[src/rtl/sac_pkg.sv]
// shared constants and types of the stack arithmetic command unit
package sac_pkg;
  // register word indexes on the avalon slave
  localparam logic [1:0] SAC_REG_DATA = 2'h0; // push on write, pop on read
  localparam logic [1:0] SAC_REG_CMD = 2'h1; // command byte, write only
  localparam logic [1:0] SAC_REG_STATUS = 2'h2; // status byte, read only
  localparam logic [1:0] SAC_REG_SRQ = 2'h3; // service request line
  // operation codes, bits 6..0 of the command byte
  localparam logic [6:0] SAC_OP_NOP = 7'h00;
  localparam logic [6:0] SAC_OP_ROOT = 7'h01;
  localparam logic [6:0] SAC_OP_CIRC = 7'h02;
  localparam logic [6:0] SAC_OP_POWER = 7'h0b;
  localparam logic [6:0] SAC_OP_PUSH_PI = 7'h1a;
  localparam logic [6:0] SAC_OP_ADD = 7'h6c;
  localparam logic [6:0] SAC_OP_SUB = 7'h6d;
  localparam logic [6:0] SAC_OP_MUL_LO = 7'h6e;
  localparam logic [6:0] SAC_OP_DIV = 7'h6f;
  localparam logic [6:0] SAC_OP_MUL_HI = 7'h76;
  localparam logic [6:0] SAC_OP_DUP = 7'h77;
  // execution times in clock cycles
  localparam int SAC_CNT_W = 14;
  localparam logic [13:0] SAC_CYC_NOP = 14'h0004;
  localparam logic [13:0] SAC_CYC_DUP = 14'h0010; // 16
  localparam logic [13:0] SAC_CYC_PUSH_PI = 14'h0010; // 16
  localparam logic [13:0] SAC_CYC_ADD = 14'h0010; // 16
  localparam logic [13:0] SAC_CYC_SUB = 14'h001e; // 30
  localparam logic [13:0] SAC_CYC_MUL_LO = 14'h0054; // 84
  localparam logic [13:0] SAC_CYC_MUL_HI = 14'h0050; // 80
  localparam logic [13:0] SAC_CYC_DIV = 14'h0054; // 84
  localparam logic [13:0] SAC_CYC_DIV0 = 14'h000e; // 14
  localparam logic [13:0] SAC_CYC_CIRC = 14'h0ed4; // 3796
  localparam logic [13:0] SAC_CYC_CIRC_FAST = 14'h001e; // 30
  localparam logic [13:0] SAC_CYC_ROOT = 14'h030e; // 782
  localparam logic [13:0] SAC_CYC_IGNORE = 14'h0001;
  // error field codes
  localparam logic [3:0] SAC_ERR_NONE = 4'h0;
  localparam logic [3:0] SAC_ERR_NEG_ARG = 4'h4; // 0100
  localparam logic [3:0] SAC_ERR_ARG_RANGE = 4'hc; // 1100
  localparam logic [3:0] SAC_ERR_OVF = 4'h8;
  localparam logic [3:0] SAC_ERR_DIV0 = 4'h2;
  // number formats
  localparam logic [15:0] SAC_MIN16 = 16'h8000;
  localparam logic [31:0] SAC_FLT_PI = 32'h40490fdb;
  localparam logic [7:0] SAC_EXP_BIAS = 8'h7f;
  localparam logic [7:0] SAC_EXP_SMALL = 8'h73; // 2^-12 and below
  localparam logic [7:0] SAC_LN2_Q8 = 8'hb1; // ln 2 in 1/256 units
  localparam logic [23:0] SAC_ARG_LIMIT = 24'h002000; // 32 in 1/256 units
  // status byte layout
  typedef struct packed {
    logic busy;
    logic sign;
    logic zero;
    logic [3:0] err;
    logic carry;
  } sac_status_type;
  typedef enum logic {SAC_ST_IDLE, SAC_ST_EXEC} sac_state_type;
endpackage

[src/rtl/sac_stack_arith_cmd_unit.sv]
// stack arithmetic command unit with avalon-mm register slave
//
// Local design decisions: the register offsets and register access over Avalon-MM.
`timescale 1ns/1ps
`default_nettype none
module sac_stack_arith_cmd_unit
  import sac_pkg::*;
#(
  parameter int DEPTH = 8, // sixteen-bit stack words
  parameter logic [13:0] POWER_CYCLES = 14'h2062 // 8290
) (
  input wire logic sys_clk,
  input wire logic rstn,
  input wire logic [1:0] address,
  input wire logic read,
  input wire logic write,
  input wire logic [31:0] writedata,
  output logic [31:0] readdata,
  output logic waitrequest,
  output logic service_request
);
  logic [15:0] stk_ff [DEPTH]; // word 0 is stack_top
  logic [15:0] nxt_stk [DEPTH];
  sac_status_type stat_ff; // status byte
  sac_status_type nxt_stat;
  sac_state_type state_ff; // idle or executing
  logic [SAC_CNT_W-1:0] cnt_ff; // cycles left in execution
  logic [SAC_CNT_W-1:0] nxt_cyc; // execution time of new command
  logic [7:0] cmd_ff; // command byte in flight
  logic wait_ff; // waitrequest register
  logic [31:0] rdata_ff; // read data register
  logic srq_ff; // service request line
  logic go; // request completes at this edge
  logic cmd_go; // command write completes
  logic allow; // slave may answer the pending request
  logic [6:0] op; // operation field of written command
  // 16-bit and 32-bit operand views
  logic [15:0] a16, b16;
  logic [31:0] a32, b32;
  logic [16:0] sum17, dif17;
  logic signed [31:0] prod;
  logic [15:0] quot;
  logic [8:0] root_exp; // halved unbiased exponent, rebiased
  logic [7:0] a_int; // saturated integer part of power exponent
  logic [7:0] lb_mag; // magnitude of integer log2 of base
  logic [23:0] arg_q8; // |A * ln B| estimate in 1/256 units

  assign readdata = rdata_ff;
  assign waitrequest = wait_ff;
  assign service_request = srq_ff;
  assign op = writedata[6:0];
  assign go = (read | write) & ~wait_ff;
  assign cmd_go = go & write & (address == SAC_REG_CMD);
  // status and service line answer even while a command runs
  assign allow = (address == SAC_REG_STATUS) ||
                 (address == SAC_REG_SRQ) || (state_ff == SAC_ST_IDLE);

  assign a16 = stk_ff[0];
  assign b16 = stk_ff[1];
  assign a32 = {stk_ff[0], stk_ff[1]};
  assign b32 = {stk_ff[2], stk_ff[3]};
  assign sum17 = {1'b0, b16} + {1'b0, a16};
  assign dif17 = {1'b0, b16} - {1'b0, a16};
  assign prod = $signed(a16) * $signed(b16);
  // zero divisor is steered away, so no division by zero is formed
  assign quot = 16'($signed(b16) / $signed((a16 == 16'h0000) ? 16'h0001 : a16));
  assign root_exp = 9'($signed({1'b0, a32[30:23]} - {1'b0, SAC_EXP_BIAS}) >>> 1)
                    + {1'b0, SAC_EXP_BIAS};
  // power range estimate: integer parts only, fraction of A is ignored
  always_comb begin
    logic signed [8:0] lb;
    logic signed [8:0] ae;
    lb = $signed({1'b0, b32[30:23]}) - $signed({1'b0, SAC_EXP_BIAS});
    ae = $signed({1'b0, a32[30:23]}) - $signed({1'b0, SAC_EXP_BIAS});
    lb_mag = lb[8] ? 8'(-lb) : lb[7:0];
    if (ae < 0) begin
      a_int = 8'h00;
    end else if (ae > 7) begin
      a_int = 8'hff;
    end else begin
      a_int = 8'({1'b1, a32[22:16]} >> (7 - ae));
    end
    arg_q8 = 24'(a_int * lb_mag) * 24'(SAC_LN2_Q8);
  end

  // next stack, status and execution time for the access at this edge
  always_comb begin
    nxt_stk = stk_ff;
    nxt_stat = stat_ff;
    nxt_cyc = SAC_CYC_IGNORE;
    if (go && write && address == SAC_REG_DATA) begin
      // push one word from the host
      for (int i = DEPTH - 1; i > 0; i--) begin
        nxt_stk[i] = stk_ff[i-1];
      end
      nxt_stk[0] = writedata[15:0];
    end else if (go && read && address == SAC_REG_DATA) begin
      // pop one word to the host, top rotates to the bottom
      for (int i = 0; i < DEPTH - 1; i++) begin
        nxt_stk[i] = stk_ff[i+1];
      end
      nxt_stk[DEPTH-1] = stk_ff[0];
    end else if (cmd_go) begin
      // binary 16-bit ops pop once; the old top lands at the bottom
      if (op inside {SAC_OP_ADD, SAC_OP_SUB, SAC_OP_MUL_LO, SAC_OP_MUL_HI,
                     SAC_OP_DIV}) begin
        for (int i = 1; i < DEPTH - 1; i++) begin
          nxt_stk[i] = stk_ff[i+1];
        end
        nxt_stk[DEPTH-1] = stk_ff[0];
        nxt_stat.err = SAC_ERR_NONE;
        nxt_stat.carry = 1'b0;
      end
      case (op)
        SAC_OP_NOP: begin
          nxt_stat = '0; // stack untouched, status cleared
          nxt_cyc = SAC_CYC_NOP;
        end
        SAC_OP_DUP: begin
          for (int i = DEPTH - 1; i > 0; i--) begin
            nxt_stk[i] = stk_ff[i-1]; // bottom word falls off
          end
          nxt_cyc = SAC_CYC_DUP;
        end
        SAC_OP_PUSH_PI: begin
          for (int i = DEPTH - 1; i > 1; i--) begin
            nxt_stk[i] = stk_ff[i-2]; // operand D falls off
          end
          {nxt_stk[0], nxt_stk[1]} = SAC_FLT_PI;
          nxt_cyc = SAC_CYC_PUSH_PI;
        end
        SAC_OP_ADD: begin
          nxt_stk[0] = sum17[15:0];
          nxt_stat.carry = sum17[16];
          if (a16[15] == b16[15] && sum17[15] != a16[15]) begin
            nxt_stat.err = SAC_ERR_OVF;
          end
          nxt_cyc = SAC_CYC_ADD;
        end
        SAC_OP_SUB: begin
          nxt_stk[0] = dif17[15:0];
          nxt_stat.carry = dif17[16]; // borrow
          if (a16 == SAC_MIN16 ||
              (a16[15] != b16[15] && dif17[15] != b16[15])) begin
            nxt_stat.err = SAC_ERR_OVF;
          end
          nxt_cyc = SAC_CYC_SUB;
        end
        SAC_OP_MUL_LO, SAC_OP_MUL_HI: begin
          if (a16 == SAC_MIN16 || b16 == SAC_MIN16) begin
            nxt_stk[0] = SAC_MIN16;
            nxt_stat.err = SAC_ERR_OVF;
          end else if (op == SAC_OP_MUL_LO) begin
            nxt_stk[0] = prod[15:0];
            if (prod[31:16] != 16'h0000) begin
              nxt_stat.err = SAC_ERR_OVF;
            end
          end else begin
            nxt_stk[0] = prod[31:16];
          end
          nxt_cyc = (op == SAC_OP_MUL_LO) ? SAC_CYC_MUL_LO : SAC_CYC_MUL_HI;
        end
        SAC_OP_DIV: begin
          if (a16 == 16'h0000) begin
            nxt_stk[0] = b16;
            nxt_stat.err = SAC_ERR_DIV0;
            nxt_cyc = SAC_CYC_DIV0;
          end else begin
            nxt_stk[0] = quot;
            nxt_cyc = SAC_CYC_DIV;
          end
        end
        SAC_OP_POWER: begin
          // pop one 32-bit operand; old A lands at the bottom
          for (int i = 2; i < DEPTH - 2; i++) begin
            nxt_stk[i] = stk_ff[i+2];
          end
          nxt_stk[DEPTH-2] = stk_ff[0];
          nxt_stk[DEPTH-1] = stk_ff[1];
          {nxt_stk[0], nxt_stk[1]} = b32;
          if (b32[31] || b32[30:23] == 8'h00) begin
            nxt_stat.err = SAC_ERR_NEG_ARG;
          end else if (arg_q8 > SAC_ARG_LIMIT) begin
            nxt_stat.err = SAC_ERR_ARG_RANGE;
          end else begin
            nxt_stat.err = SAC_ERR_NONE;
          end
          nxt_cyc = POWER_CYCLES;
        end
        SAC_OP_CIRC: begin
          // small angles return A; larger ones take the long path
          // exactly 2^-12 is still small; any mantissa bit makes it larger
          nxt_cyc = (a32[30:23] < SAC_EXP_SMALL ||
                     (a32[30:23] == SAC_EXP_SMALL && a32[22:0] == 23'h0))
                    ? SAC_CYC_CIRC_FAST : SAC_CYC_CIRC;
        end
        SAC_OP_ROOT: begin
          if (a32[31] && a32[30:0] != 31'h0) begin
            nxt_stat.err = SAC_ERR_NEG_ARG;
          end else begin
            nxt_stat.err = SAC_ERR_NONE;
            if (a32[30:23] != 8'h00) begin
              {nxt_stk[0], nxt_stk[1]} = {1'b0, root_exp[7:0], a32[22:0]};
            end
          end
          nxt_cyc = SAC_CYC_ROOT;
        end
        default: begin
          nxt_cyc = SAC_CYC_IGNORE; // unknown code: stack kept, busy for one cycle
        end
      endcase
      // sign and zero follow the new top operand
      if (op != SAC_OP_NOP) begin
        nxt_stat.sign = nxt_stk[0][15];
        nxt_stat.zero = (op inside {SAC_OP_ADD, SAC_OP_SUB, SAC_OP_MUL_LO,
                         SAC_OP_MUL_HI, SAC_OP_DIV, SAC_OP_DUP})
                        ? (nxt_stk[0] == 16'h0000)
                        : ({nxt_stk[0], nxt_stk[1]} == 32'h0);
      end
    end
  end

  // stack storage
  always_ff @(posedge sys_clk) begin
    if (!rstn) begin
      for (int i = 0; i < DEPTH; i++) begin
        stk_ff[i] <= 16'h0000;
      end
    end else begin
      stk_ff <= nxt_stk;
    end
  end

  // status byte; busy marks a running command
  always_ff @(posedge sys_clk) begin
    if (!rstn) begin
      stat_ff <= '0;
    end else if (cmd_go) begin
      stat_ff <= nxt_stat;
      stat_ff.busy <= 1'b1;
    end else if (state_ff == SAC_ST_EXEC && cnt_ff == '0) begin
      stat_ff.busy <= 1'b0;
    end
  end

  // execution sequencer: counts the documented time of each command
  always_ff @(posedge sys_clk) begin
    if (!rstn) begin
      state_ff <= SAC_ST_IDLE;
      cnt_ff <= '0;
      cmd_ff <= 8'h00;
    end else begin
      case (state_ff)
        SAC_ST_IDLE: begin
          if (cmd_go) begin
            state_ff <= SAC_ST_EXEC;
            cnt_ff <= nxt_cyc - 1'b1;
            cmd_ff <= writedata[7:0];
          end
        end
        SAC_ST_EXEC: begin
          if (cnt_ff == '0) begin
            state_ff <= SAC_ST_IDLE;
          end else begin
            cnt_ff <= cnt_ff - 1'b1;
          end
        end
        default: begin
          state_ff <= SAC_ST_IDLE;
        end
      endcase
    end
  end

  // service request line takes the flag of each finished command
  always_ff @(posedge sys_clk) begin
    if (!rstn) begin
      srq_ff <= 1'b0;
    end else if (state_ff == SAC_ST_EXEC && cnt_ff == '0) begin
      srq_ff <= cmd_ff[7];
    end
  end

  // avalon handshake: one wait cycle once allowed, then a single low cycle
  always_ff @(posedge sys_clk) begin
    if (!rstn) begin
      wait_ff <= 1'b1;
    end else if (!wait_ff) begin
      wait_ff <= 1'b1;
    end else if ((read || write) && allow) begin
      wait_ff <= 1'b0;
    end
  end

  // read data is captured when waitrequest is dropped
  always_ff @(posedge sys_clk) begin
    if (!rstn) begin
      rdata_ff <= 32'h0;
    end else if (wait_ff && read && allow) begin
      case (address)
        SAC_REG_DATA: rdata_ff <= {16'h0000, stk_ff[0]};
        SAC_REG_STATUS: rdata_ff <= {24'h000000, stat_ff};
        SAC_REG_SRQ: rdata_ff <= {31'h0, srq_ff};
        default: rdata_ff <= 32'h0;
      endcase
    end
  end

  // checks
  chk_dup_copy: assert property (@(posedge sys_clk) disable iff (!rstn)
    cmd_go && op == SAC_OP_DUP |=> stk_ff[1] == $past(stk_ff[0])
    && stk_ff[0] == $past(stk_ff[0]))
    else $error("duplicate top wrong");
  chk_pi_push: assert property (@(posedge sys_clk) disable iff (!rstn)
    cmd_go && op == SAC_OP_PUSH_PI |=> {stk_ff[0], stk_ff[1]} == SAC_FLT_PI
    && stk_ff[2] == $past(stk_ff[0]))
    else $error("pi push wrong");
  chk_add_time: assert property (@(posedge sys_clk) disable iff (!rstn)
    cmd_go && op == SAC_OP_ADD |-> ##16 stat_ff.busy ##1 !stat_ff.busy)
    else $error("add time wrong");
  chk_div_zero: assert property (@(posedge sys_clk) disable iff (!rstn)
    cmd_go && op == SAC_OP_DIV && a16 == 16'h0000 |=>
    stk_ff[0] == $past(b16) && stat_ff.err == SAC_ERR_DIV0 ##14 !stat_ff.busy)
    else $error("zero divide wrong");
  chk_mul_min: assert property (@(posedge sys_clk) disable iff (!rstn)
    cmd_go && (op == SAC_OP_MUL_LO || op == SAC_OP_MUL_HI) &&
    (a16 == SAC_MIN16 || b16 == SAC_MIN16) |=>
    stk_ff[0] == SAC_MIN16 && stat_ff.err == SAC_ERR_OVF)
    else $error("most negative product wrong");
  chk_sub_borrow: assert property (@(posedge sys_clk) disable iff (!rstn)
    cmd_go && op == SAC_OP_SUB |=> stat_ff.carry == ($past(b16) < $past(a16)))
    else $error("borrow wrong");
  chk_root_neg: assert property (@(posedge sys_clk) disable iff (!rstn)
    cmd_go && op == SAC_OP_ROOT && a32[31] && a32[30:0] != 31'h0 |=>
    stat_ff.err == SAC_ERR_NEG_ARG)
    else $error("negative root not flagged");
  chk_srq_line: assert property (@(posedge sys_clk) disable iff (!rstn)
    cmd_go && op == SAC_OP_NOP |-> ##5 srq_ff == $past(writedata[7], 5))
    else $error("service line wrong");
  cov_div_zero: cover property (@(posedge sys_clk) disable iff (!rstn)
    cmd_go && op == SAC_OP_DIV && a16 == 16'h0000);
  cov_add_ovf: cover property (@(posedge sys_clk) disable iff (!rstn)
    cmd_go && op == SAC_OP_ADD ##1 stat_ff.err == SAC_ERR_OVF);
  cov_circ_fast: cover property (@(posedge sys_clk) disable iff (!rstn)
    cmd_go && op == SAC_OP_CIRC && a32[30:23] < SAC_EXP_SMALL);
endmodule
`default_nettype wire

[config.mk]
export PLATFORM = sky130hd
export DESIGN_NAME = sac_stack_arith_cmd_unit
export DESIGN_NICKNAME = d
export VERILOG_FILES = /design/src/rtl/sac_pkg.sv /design/src/rtl/sac_stack_arith_cmd_unit.sv
export SDC_FILE = /design/constraint.sdc
export NUM_CORES = 2
export LEC_CHECK = 0
export ABC_AREA = 1
export BUFFER_PORTS_ARGS = -buffer_cell sky130_fd_sc_hd__buf_2
export CAP_MARGIN = 20
export CORE_ASPECT_RATIO = 1.75
export CORE_MARGIN = 2
export CORE_UTILIZATION = 40
export DETAILED_ROUTE_END_ITERATION = 10
export GPL_TIMING_DRIVEN = 1
export SYNTH_ARGS = -nofsm -noshare
export SYNTH_HDL_FRONTEND = slang
export SYNTH_SLANG_ARGS = --single-unit
[constraint.sdc]
create_clock -name sys_clk -period 35.5 [get_ports sys_clk]
set_input_delay 3.55 -clock sys_clk [delete_from_list [all_inputs] [get_ports sys_clk]]
set_output_delay 3.55 -clock sys_clk [all_outputs]
set_load 0.02 [all_outputs]
==> impl_metrics.sql <==
INSERT INTO impl_metrics (metric_group, metric, value, unit) VALUES
('run_status', 'outcome', 'finished clean', ''),
('setup_path', 'cp_max_fo', '23', ''),
('logic_synthesis', 'syn_inst', '5398', ''),
('layout', 'multi_input_gate_area_in_the_final_layout', '0.0276', 'mm^2'),
('setup_path', 'critical_path.most_common_cell', 'sky130_fd_sc_hd__nand2_1', ''),
('route', 'wl', '131', 'mm'),
('placement', 'post-place-cells', '6425', ''),
('timing', 'layout_min_cycle_time', '32.32', 'ns'),
('logic_synthesis', 'yosys.cell_types.count', '67', ''),
('logic_synthesis', 'synth.yosys.warnings', '0', ''),
('route', 'drt_pre_antenna_iters', '7', ''),
('timing', 'slew_headroom', '0.212', ''),
('layout', 'drive_gt1_frac', '0.0624', ''),
('setup_path', 'worst-endpoint-required', '35.90', 'ns'),
('worst_hold_path', 'holdCritPathClass', 'reg2reg', ''),
('timing', 'unrepaired_setup_endpoints_after_global_routing', 'no', ''),
('grt', 'grt_max_degree', '108', ''),
('clocking', 'clock-root-buffer', 'sky130_fd_sc_hd__clkbuf_16', ''),
('placement', 'globalplace.congestion', '0.998', ''),
('layout', 'finalCoreUtilization', '0.424', ''),
('route', 'wl_met2', '65.2', 'mm'),
('layout', 'syn2layout_area_growth', '5.07', '%'),
('timing', 'clock-skew-final', '0.0166', 'ns'),
('layout', 'antennaDiodeCount', '0', ''),
('timing', 'setup-violations-final', '0', ''),
('layout', 'fin_cells', '6466', ''),
('setup_path', 'cpMaxStageDelayCell', 'sky130_fd_sc_hd__clkinvlp_4', ''),
('layout', 'final_net_count', '5998', ''),
('timing', 'hold_viol_final', '0', ''),
('logic_synthesis', 'postSynth.asyncResetShare', '0', ''),
('clocking', 'cts_tree', 'done', ''),
('logic_synthesis', 'synth_cell_area', '0.0361', 'mm^2'),
('setup_path', 'cp_data_arrival_time', '32.71', 'ns'),
('timing', 'fin_ws', '3.18', 'ns'),
('die', 'die_width', '231', 'um'),
('setup_path', 'worst_path_largest_cell_delay', '0.41', 'ns'),
('timing', 'maxSlewViolCount', '0', ''),
('clocking', 'cts_sink_count', '170', ''),
('timing', 'clock.fmax', '30.9', 'MHz'),
('logic_synthesis', 'number_of_flops_mapped_to_enable_cells_by_yosys', '0', ''),
('logic_synthesis', 'dominantRegCellSynth', 'sky130_fd_sc_hd__dfxtp_1', ''),
('route', 'met3RoutedLength', '7.42', 'mm'),
('layout', 'fillers', '9554', ''),
('die', 'rows', '145', ''),
('placement', 'port_buffers', '39', ''),
('grt', 'grt_pass1_wl', '202', 'mm'),
('grt', 'grt_util_all_layers', '0.281', ''),
('grt', 'antenna_violations_before_repair', '1', ''),
('route', 'routedLengthMet1', '47.1', 'mm'),
('die', 'ios', '72', ''),
('grt', 'gr-total-overflow', '0', ''),
('logic_synthesis', 'postSynthAreaPerCell', '6.69', 'um^2'),
('placement', 'dp_slack', '1.24', 'ns'),
('setup_path', 'critical_path.startpoint_type', 'flip-flop', ''),
('setup_path', 'worst_setup_path_end_kind', 'flip-flop', ''),
('logic_synthesis', 'ys_seq_elements', '170', ''),
('route', 'route.top_layer_used', 'met4', ''),
('die', 'fp.dieArea', '0.0928', 'mm^2'),
('clocking', 'worst_skew_pair.late_latency', '0.48', 'ns'),
('route', 'antenna_violating_nets_post_route', '0', ''),
('die', 'initial_cell_density_of_the_core', '0.404', ''),
('layout', 'ff_latch_area', '0.00340', 'mm^2'),
('die', 'die_h', '402', 'um'),
('route', 'drt-wirelength-per-cell', '20.3', 'um'),
('clocking', 'path_clk_slew', '0.08', 'ns'),
('grt', 'first_global_vias', '36200', ''),
('clocking', 'maximum_level_of_the_cts_h_tree', '4', ''),
('setup_path', 'path_class', 'reg2reg', ''),
('route', 'remaining_drc_errors', '0', ''),
('clocking', 'cts_inserted_buffers', '17', ''),
('layout', 'layout_commonest_cell', 'sky130_fd_sc_hd__nand2_1', ''),
('timing', 'setup_total_negative_slack', '0', 'ns'),
('timing', 'tightest_slew', '1.18', 'ns'),
('clocking', 'cts_buffer_depth', '2', ''),
('job', 'max-cap-violations', '0', ''),
('die', 'design.core.area', '0.0894', 'mm^2'),
('route', 'routed_vias', '36300', ''),
('route', 'first_iter_violations', '2641', ''),
('logic_synthesis', 'synth_sequential_area_ratio', '0.0942', ''),
('timing', 'period_share', '0.910', ''),
('layout', 'most-common-layout-cells', '1,057 x sky130_fd_sc_hd__nand2_1, 1,026 x sky130_fd_sc_hd__inv_1, 434 x sky130_fd_sc_hd__a21oi_1, 359 x sky130_fd_sc_hd__ha_1', ''),
('route', 'route.detailed.vias_per_inst', '5.62', ''),
('placement', 'hpwl_after_detailed_placement', '99.6', 'mm');
-- cells by family after synthesis --
family,after synthesis,synth area share
compound gates,1226,0.206
xor+xnor,148,0.0359
fa+ha+maj,683,0.304
buf+inv,1352,0.146
flops,170,0.0942
other cells,1,0.000104
simple gates,1818,0.213
-- critical path: cells and delay by family (launching register included) --
family / cells / cell delay [ns]
XOR/XNOR: 2 / 0.39
buffers and inverters: 24 / 2.72
adder cells (fa/ha/maj): 17 / 4.82
AO/OA/AOI/OAI: 60 / 9.37
flip-flops: 1 / 0.32
AND/OR/NAND/NOR: 127 / 14.47
-- final cells by class --
type | instances | area share
Inverter | 1072 | 0.107
Clock inverter | 13 | 0.00396
Sequential cell | 170 | 0.0897
Tap cell | 1176 | 0.0388
Clock buffer | 19 | 0.0117
Multi-Input combinational cell | 3891 | 0.727
Timing Repair Buffer | 125 | 0.0222
-- per-stage QoR --
step	instance area (um^2)	hold slack, ns
2_1_floorplan	36200	0.416
3_3_place_gp	37200	0.429
3_5_place_dp	37200	0.433
4_1_cts	37800	0.444
5_1_grt	38000	0.475
6_report	38000	0.442
-- flip-flops by register name (all words and copies together) (netlist names), 8 cells and up --
name	flops
b32	32
b16	16
cnt_ff	14
a16	16
stat_ff	8
stk_ff	64
readdata	16
-- repair_timing --
action,4_1_cts,5_1_grt
setup buffers,0,8
hold buffers,0,0
setup endpoints to repair,0,18
gates resized for setup,0,23
-- worst paths after layout --
| path | start | end | slack (ns) | cells after the start |
|---|---|---|---|---|
| worst max-delay path | a16[4]$_SDFFE_PN0P_ | stat_ff[5]$_SDFFE_PN0P_ | 3.18 | 230 |
| worst min-delay path | stat_ff[1]$_SDFFE_PN0P_ | stat_ff[1]$_SDFFE_PN0P_ | 0.44 | 2 |
| worst max register to register | a16[4]$_SDFFE_PN0P_ | stat_ff[5]$_SDFFE_PN0P_ | 3.18 | 230 |
| worst min register to register | stat_ff[1]$_SDFFE_PN0P_ | stat_ff[1]$_SDFFE_PN0P_ | 0.44 | 2 |
-- metal layers --
layer / track usage / vias up
li1: - / 17300
met1: 0.297 / 17200
met2: 0.501 / 1383
met3: 0.0347 / 502
met4: 0.216 / 0
met5: 0 / -
-- synth_stat cells, types with 11 or more instances --
cell,count,area [um^2]
sky130_fd_sc_hd__buf_4,31,233
sky130_fd_sc_hd__dfxtp_1,170,3400
sky130_fd_sc_hd__inv_2,20,75.1
sky130_fd_sc_hd__clkbuf_1,178,668
sky130_fd_sc_hd__nand4_1,29,181
sky130_fd_sc_hd__xor2_1,96,841
sky130_fd_sc_hd__a21o_1,13,97.6
sky130_fd_sc_hd__nand2_1,1063,3990
sky130_fd_sc_hd__o21ai_0,234,1170
sky130_fd_sc_hd__a31oi_1,27,169
sky130_fd_sc_hd__buf_1,49,184
sky130_fd_sc_hd__ha_1,359,4490
sky130_fd_sc_hd__o21ai_1,22,110
sky130_fd_sc_hd__nand2_2,25,156
sky130_fd_sc_hd__nor3_1,47,235
sky130_fd_sc_hd__nand3_1,207,1040
sky130_fd_sc_hd__fa_1,324,6490
sky130_fd_sc_hd__o21ai_2,19,166
sky130_fd_sc_hd__a221oi_1,113,990
sky130_fd_sc_hd__buf_2,12,60.1
sky130_fd_sc_hd__o211ai_1,39,293
sky130_fd_sc_hd__nand3b_1,12,90.1
sky130_fd_sc_hd__o21bai_1,34,255
sky130_fd_sc_hd__nor2_1,326,1220
sky130_fd_sc_hd__a21oi_1,434,2170
sky130_fd_sc_hd__o22ai_1,205,1280
sky130_fd_sc_hd__inv_1,1034,3880
sky130_fd_sc_hd__xnor2_1,52,455
sky130_fd_sc_hd__or2_2,36,225
sky130_fd_sc_hd__clkinv_1,15,56.3
sky130_fd_sc_hd__o2111ai_1,11,96.3
sky130_fd_sc_hd__nor4_1,23,144
sky130_fd_sc_hd__o221ai_1,21,184
Power is left out: the tool's default activity adds up to more than one toggle a clock period on the data nets, which glitch-free logic cannot reach.
